### src/logic/sleep_gate_pkg.sv
// What this block does
// - each implemented sleep gate bit is one unit's clock enable
// - access to a unit with clear enable gets an error response
// - gate register resets to all zero, every unit unclocked
// - gate register sits at byte offset 0x114, 32 bits, read/write fields
// - sleep enables come from this register; the run register is separate
// - sleep values apply only when auto clock gating is set
// - bit 24 gates comparator 0
// - bits 19..16 gate timers 3..0
// - bit 12 gates two-wire unit 0
// - bit 8 gates quadrature encoder unit 0
// - bit 4 gates synchronous serial unit 0
// - bits 2..0 gate asynchronous serial units 2..0
// - reserved bits read zero and ignore writes
package sleep_gate_pkg;
  localparam logic [11:0] sleep_gate_off = 12'h114;
  localparam logic [11:0] run_gate_off = 12'h104;
  localparam logic [11:0] ctrl_off = 12'h060;
  localparam logic [11:0] irq_status_off = 12'h200;
  localparam logic [11:0] irq_mask_off = 12'h204;
  localparam logic [31:0] gate_reset = 32'h00000000;
  localparam logic [31:0] gate_mask = 32'h010F1117;
  localparam int comparator_bit = 24;
  localparam int gp_timer_d_bit = 19;
  localparam int gp_timer_a_bit = 16;
  localparam int twowire_bit = 12;
  localparam int quad_encoder_bit = 8;
  localparam int sync_serial_bit = 4;
  localparam int async_serial_c_bit = 2;
  localparam int async_serial_a_bit = 0;
  localparam int auto_gating_bit = 27;
  localparam logic [31:0] ctrl_mask = 32'h08000000;
  localparam logic [1:0] irq_fault_bit = 2'h0;
  localparam logic [1:0] irq_switch_bit = 2'h1;
  localparam logic [31:0] irq_mask_bits = 32'h00000003;
endpackage

### src/logic/sleep_clock_gating.sv
// Implementation choice: the AHB-Lite slave port.
module sleep_clock_gating (
  input wire logic clk,
  input wire logic rst_b,
  input wire logic hsel,
  input wire logic [31:0] haddr,
  input wire logic [1:0] htrans,
  input wire logic hwrite,
  input wire logic [2:0] hsize,
  input wire logic [31:0] hwdata,
  input wire logic hready,
  output logic hreadyout,
  output logic hresp,
  output logic [31:0] hrdata,
  input wire logic sleeping,
  input wire logic unit_access,
  input wire logic [31:0] unit_select,
  output logic unit_fault,
  output logic [31:0] unit_clock_en,
  output logic comparator_clock_gate,
  output logic gp_timer_a_clock_gate,
  output logic gp_timer_b_clock_gate,
  output logic gp_timer_c_clock_gate,
  output logic gp_timer_d_clock_gate,
  output logic twowire_clock_gate,
  output logic quad_encoder_clock_gate,
  output logic sync_serial_clock_gate,
  output logic async_serial_a_clock_gate,
  output logic async_serial_b_clock_gate,
  output logic async_serial_c_clock_gate,
  output logic irq
);
  logic [31:0] sleep_clock_gate_reg_q;
  logic [31:0] run_clock_gate_reg_q;
  logic [31:0] run_clock_config_reg_q;
  logic [31:0] irq_status_q;
  logic [31:0] irq_mask_q;
  logic [31:0] en_q;
  logic [31:0] en_d;
  logic wr_pend_q;
  logic [11:0] wr_addr_q;
  logic [31:0] rdata_d;
  logic fault_q;
  logic [31:0] status_d;
  logic [31:0] sleep_clock_gate_reg_d;
  logic [31:0] run_clock_gate_reg_d;
  logic [31:0] run_clock_config_reg_d;
  logic [31:0] irq_mask_d;

  function automatic logic [31:0] fld(input logic [31:0] v, input logic [31:0] m);
    fld = v & m;
  endfunction

  wire addr_phase = hsel && hready && htrans[1] && (hsize == 3'h2);
  wire [11:0] a_off = haddr[11:0];
  wire auto_clock_gating = run_clock_config_reg_q[sleep_gate_pkg::auto_gating_bit];
  wire use_sleep = sleeping && auto_clock_gating;
  wire [31:0] en_sel = use_sleep ? sleep_clock_gate_reg_q : run_clock_gate_reg_q;
  wire switching = (en_d != en_q);
  wire fault_now = unit_access && ((unit_select & en_q) == 32'h00000000);
  wire wr_sleep = wr_pend_q && (wr_addr_q == sleep_gate_pkg::sleep_gate_off);
  wire wr_run = wr_pend_q && (wr_addr_q == sleep_gate_pkg::run_gate_off);
  wire wr_ctrl = wr_pend_q && (wr_addr_q == sleep_gate_pkg::ctrl_off);
  wire wr_stat = wr_pend_q && (wr_addr_q == sleep_gate_pkg::irq_status_off);
  wire wr_mask = wr_pend_q && (wr_addr_q == sleep_gate_pkg::irq_mask_off);

  assign en_d = fld(en_sel, sleep_gate_pkg::gate_mask);

  assign sleep_clock_gate_reg_d = wr_sleep ? fld(hwdata, sleep_gate_pkg::gate_mask)
    : sleep_clock_gate_reg_q;
  assign run_clock_gate_reg_d = wr_run ? fld(hwdata, sleep_gate_pkg::gate_mask)
    : run_clock_gate_reg_q;
  assign run_clock_config_reg_d = wr_ctrl ? fld(hwdata, sleep_gate_pkg::ctrl_mask)
    : run_clock_config_reg_q;
  assign irq_mask_d = wr_mask ? fld(hwdata, sleep_gate_pkg::irq_mask_bits)
    : irq_mask_q;
  assign hreadyout = 1'b1;
  assign hresp = 1'b0;
  assign unit_clock_en = en_q;
  assign unit_fault = fault_q;
  assign comparator_clock_gate = en_q[sleep_gate_pkg::comparator_bit];
  assign gp_timer_a_clock_gate = en_q[sleep_gate_pkg::gp_timer_a_bit];
  assign gp_timer_b_clock_gate = en_q[sleep_gate_pkg::gp_timer_a_bit + 1];
  assign gp_timer_c_clock_gate = en_q[sleep_gate_pkg::gp_timer_a_bit + 2];
  assign gp_timer_d_clock_gate = en_q[sleep_gate_pkg::gp_timer_d_bit];
  assign twowire_clock_gate = en_q[sleep_gate_pkg::twowire_bit];
  assign quad_encoder_clock_gate = en_q[sleep_gate_pkg::quad_encoder_bit];
  assign sync_serial_clock_gate = en_q[sleep_gate_pkg::sync_serial_bit];
  assign async_serial_a_clock_gate = en_q[sleep_gate_pkg::async_serial_a_bit];
  assign async_serial_b_clock_gate = en_q[sleep_gate_pkg::async_serial_a_bit + 1];
  assign async_serial_c_clock_gate = en_q[sleep_gate_pkg::async_serial_c_bit];
  assign irq = |(irq_status_q & irq_mask_q);

  always_comb
  begin
    unique case (a_off)
      sleep_gate_pkg::sleep_gate_off: rdata_d = sleep_clock_gate_reg_d;
      sleep_gate_pkg::run_gate_off: rdata_d = run_clock_gate_reg_d;
      sleep_gate_pkg::ctrl_off: rdata_d = run_clock_config_reg_d;
      sleep_gate_pkg::irq_status_off: rdata_d = status_d;
      sleep_gate_pkg::irq_mask_off: rdata_d = irq_mask_d;
      default: rdata_d = 32'h00000000;
    endcase
  end

  // sticky events, set wins over write-one-to-clear
  always_comb
  begin
    status_d = irq_status_q;
    if (wr_stat)
    begin
      status_d = status_d & ~fld(hwdata, sleep_gate_pkg::irq_mask_bits);
    end
    if (fault_now)
    begin
      status_d[sleep_gate_pkg::irq_fault_bit] = 1'b1;
    end
    if (switching)
    begin
      status_d[sleep_gate_pkg::irq_switch_bit] = 1'b1;
    end
  end

  always_ff @(posedge clk)
  begin
    if (!rst_b)
    begin
      wr_pend_q <= 1'b0;
      wr_addr_q <= 12'h000;
      hrdata <= 32'h00000000;
    end
    else
    begin
      wr_pend_q <= addr_phase && hwrite;
      wr_addr_q <= a_off;
      if (addr_phase && !hwrite)
      begin
        hrdata <= rdata_d;
      end
    end
  end

  always_ff @(posedge clk)
  begin
    if (!rst_b)
    begin
      sleep_clock_gate_reg_q <= sleep_gate_pkg::gate_reset;
      run_clock_gate_reg_q <= sleep_gate_pkg::gate_reset;
      run_clock_config_reg_q <= 32'h00000000;
      irq_mask_q <= 32'h00000000;
    end
    else
    begin
      sleep_clock_gate_reg_q <= sleep_clock_gate_reg_d;
      run_clock_gate_reg_q <= run_clock_gate_reg_d;
      run_clock_config_reg_q <= run_clock_config_reg_d;
      irq_mask_q <= irq_mask_d;
    end
  end

  // enables leave a flip-flop so gate latches see clean levels
  always_ff @(posedge clk)
  begin
    if (!rst_b)
    begin
      en_q <= sleep_gate_pkg::gate_reset;
      fault_q <= 1'b0;
      irq_status_q <= 32'h00000000;
    end
    else
    begin
      en_q <= en_d;
      fault_q <= fault_now;
      irq_status_q <= status_d;
    end
  end
endmodule

### config.mk
export PLATFORM = sky130hd
export DESIGN_NAME = sleep_clock_gating
export DESIGN_NICKNAME = d
export VERILOG_FILES = /design/src/logic/sleep_gate_pkg.sv /design/src/logic/sleep_clock_gating.sv
export SDC_FILE = /design/constraint.sdc
export NUM_CORES = 1
export LEC_CHECK = 0
export ABC_AREA = 1
export BUFFER_PORTS_ARGS = -buffer_cell sky130_fd_sc_hd__buf_2
export CAP_MARGIN = 20
export CORE_MARGIN = 2
export CORE_UTILIZATION = 54
export CTS_CLUSTER_SIZE = 30
export DETAILED_ROUTE_END_ITERATION = 10
export PLACE_DENSITY = 0.77
export REMOVE_ABC_BUFFERS = 1
export SLEW_MARGIN = 20
export SYNTH_ARGS = -nofsm -noshare
export SYNTH_HDL_FRONTEND = slang
export SYNTH_SLANG_ARGS = --single-unit
### constraint.sdc
create_clock -name clk -period 2.17 [get_ports clk]
set_clock_uncertainty 0.15 [all_clocks]
set_input_delay 0.217 -clock clk [delete_from_list [all_inputs] [get_ports clk]]
set_output_delay 0.217 -clock clk [all_outputs]
set_load 0.005 [all_outputs]
==> results by group <==
Floorplanning
  – Initial core utilization: 54.5%
  – # IOs: 187
  – Die Y: 127 um
  – Die footprint: 0.0162 mm2
  – Core area: 0.0150 mm2
  – Width of the die: 127 um
  – Number of core rows: 45

Critical path
  – Critical Path AT: 2280 ps
  – Worst setup EP type: register
  – CP top delay family: buffers and inverters
  – CP peak stage delay: 550 ps
  – Bufs and invs on worst path: 3
  – CP Class: in2reg
  – CP max-delay cell: dlygate4sd3_1
  – Worst path cell trace: dlygate4sd3_1 -> buf_2 -> nor2_1 -> nand2_1 -> nor2_1 -> nand2_4 -> a41oi_4 -> buf_4 -> nand2_1 -> a21oi_2
  – Critical path required time: 2390 ps
  – Crit-path max FO: 13
  – Worst Setup Start Kind: input port

STA
  – Worst hold slack: 17.3 ps
  – Fmax: 0.485 GHz
  – Minimum clock period: 2060 ps
  – Measured slew at the worst slew-check pin: 645 ps
  – # setup viols final: 0
  – Max Slew Vio Count: 0
  – Slew headroom: 57.0%
  – Final Hold Vio Count: 0
  – Final Worst Setup Slack: 106 ps
  – Final period util: 95.1%

GRT
  – GRT Total Usage: 22.8%
  – Largest net degree at the start of global routing: 54
  – Vias in the first global route: 6527
  – Initial antenna violation count: 0
  – GRT overflow: 0
  – First-pass GRT wire length: 30000 um

Routing
  – Via Count: 7157
  – Final ANT Viol Nets: 0
  – Vias per inst: 4.98
  – Drt drc: 0
  – Final WL: 18200 um
  – Pre-Repair DR Iteration Count: 8
  – Initial DRC count: 468
  – Drt wl/cell: 12.7 um

Logic synthesis
  – Avg Cell Area, Syn: 7.17 um2
  – Top-area cell type share of the netlist area: 45.7%
  – Yosys warns: 0
  – Distinct cells, synth: 38
  – Synth top cells by count: nand2_1 (308), dfxtp_1 (187), nor2_1 (181)
  – Ys async rst share: 0%
  – Prevailing post-synth register cell: dfxtp_1
  – Largest family of logic cells by synthesized area: simple AND/OR/NAND/NOR gates
  – XOR/XNOR Fraction of Synth Area: 0%
  – Main area contributors after synthesis: dfxtp_1 (46%), nand2_1 (14%), nor2_1 (8.3%)
  – Sequential area share after synthesis: 45.7%
  – Post-Synth Simple-Gate Area: 34.6%
  – Adder-cell share of the synthesized area: 0%
  – Synth Area in Compound Gates: 7.45%
  – Top cell type by total area after synthesis: dfxtp_1
  – Post-Syn Area: 0.00819 mm2
  – Synth Register Bits: 187
  – Cells after synthesis: 1143
  – Post-synth EDFFs: 0
  – Mux share of post-synthesis cell area: 0%
  – Count leader, synth: nand2_1

CTS
  – Clock Tree Buf Depth: 2
  – Sink Count: 187
  – Clock transition at the registers of the reported paths: 70 ps
  – Setup repair bufs after CTS: 0
  – TritonCTS clock tree: done
  – H-tree depth: 4
  – Worst skew pair latency: 430 ps
  – Clock buffer count from CTS: 17
  – Clock Root Buffer: clkbuf_16

Placement
  – Post-DP HPWL: 11800 um
  – Setup WS pre-CTS: 120 ps
  – Placed Area: 0.00874 mm2
  – Port bufs: 101
  – Routability cong.: 0.863

Pwr
  – Leakage: 4.19 nW
  – Worst vdd ir: 0.639 mV
  – Pwr Density: 722 mW/mm2
  – Power, Total: 6.89 mW

Final layout
  – Cell area after layout: 0.00954 mm2
  – Share of layout cells above drive strength 1: 18.4%
  – Area Growth Syn to Fin: 16.5%
  – Final nets: 1346
  – Diode count: 0

Run status
  – Status: completed

Hold path
  – Worst Hold Class: in2reg

Job
  – Max_cap viols: 0
-- kinds of logic after synthesis --
logic type,Yosys count
AND/OR/NAND/NOR,654
buffers and inverters,203
flip-flops,187
AO/OA/AOI/OAI,97
other,2
-- routing by layer --
metal / wire (um) / vias up / GRT usage (%) / part of all wire, %
met5: 0 / - / 0 / 0
met4: 317 / 0 / 7.82 / 1.7
met3: 747 / 29 / 4.27 / 4.1
met2: 8810 / 196 / 39.8 / 48
met1: 8320 / 3221 / 28.3 / 46
li1: - / 3711 / - / -
-- cell type report --
type,count,area [um2]
multi-input cells,774,3530
repair buffers,143,982
flip-flops and latches,187,3740
well taps,188,235
clock buffers,21,460
clock inverters,10,139
inverters,115,444
fillers,1254,5490
-- power by group --
group / switching, mW / total, mW / leakage (nW) / internal (mW)
clock: 1.31 / 3.18 / 0.294 / 1.87
combinational: 0.160 / 0.255 / 2.38 / 0.0951
sequential: 0.00906 / 3.45 / 1.51 / 3.45
total: 1.48 / 6.89 / 4.19 / 5.41
-- per-stage QoR --
stage               util [%]  TNS (ps)  instances
finish                  63.5         0       1438
global route            63.5     -45.6       1438
CTS                     63.3         0       1438
detailed placement      58.2         0       1389
global placement        58.2         0       1389
floorplan                  -   -179510       1076
-- worst min-delay path, stage by stage --
cell and delay [ps]:
buf_2 80, a21oi_1 50, nand3_1 120, a21oi_1 70
-- timing repair --
item	CTS	global route
setup endpoints to repair	0	30
resized for setup	0	6
endpoints found under the hold margin	18	0
hold buffers	18	0
-- sequential cells by signal (all words and copies together) (netlist names) --
| register | cells |
|---|---|
| wr_pend_q | 1 |
| sleep_clock_gate_reg_q | 32 |
| run_clock_config_reg_q | 32 |
| unit_clock_en | 11 |
| irq_status_q | 2 |
| hrdata | 32 |
| wr_addr_q | 12 |
| irq_mask_q | 32 |
| run_clock_gate_reg_q | 32 |
| unit_fault | 1 |
-- layout by cell type, fill, tap and decap left out, types with 3 or more instances in the layout --
cell,instances
nand3_2,5
inv_2,5
o21ai_0,6
nand3_1,58
clkinv_2,6
nor2_1,181
o21ai_1,16
buf_4,14
nor3_1,31
buf_2,101
nor2_2,24
nand2_4,3
clkbuf_16,17
a21oi_2,21
and3_1,9
o22ai_1,8
buf_12,9
dlygate4sd3_1,18
bufinv_16,3
nor2_4,5
nand4_1,23
a21oi_1,39
nand2_2,4
a31oi_1,3
nand2_1,307
dfxtp_1,187
conb_1,23
inv_1,104
-- worst paths after layout --
path                                         start                               endpoint  slack, ps  depth (start not counted)
min reg2reg  run_clock_config_reg_q[17]$_SDFF_PN0_  run_clock_config_reg_q[17]$_SDFF_PN0_        290                          2
max                                       haddr[5]                 hrdata[6]$_SDFFE_PN0P_        110                         10
min                                 unit_select[0]             irq_status_q[0]$_SDFF_PN0_         20                          4
max reg2reg  run_clock_config_reg_q[27]$_SDFF_PN0_                 hrdata[1]$_SDFFE_PN0P_        220                         13
(Power assumes the default switching activity.)
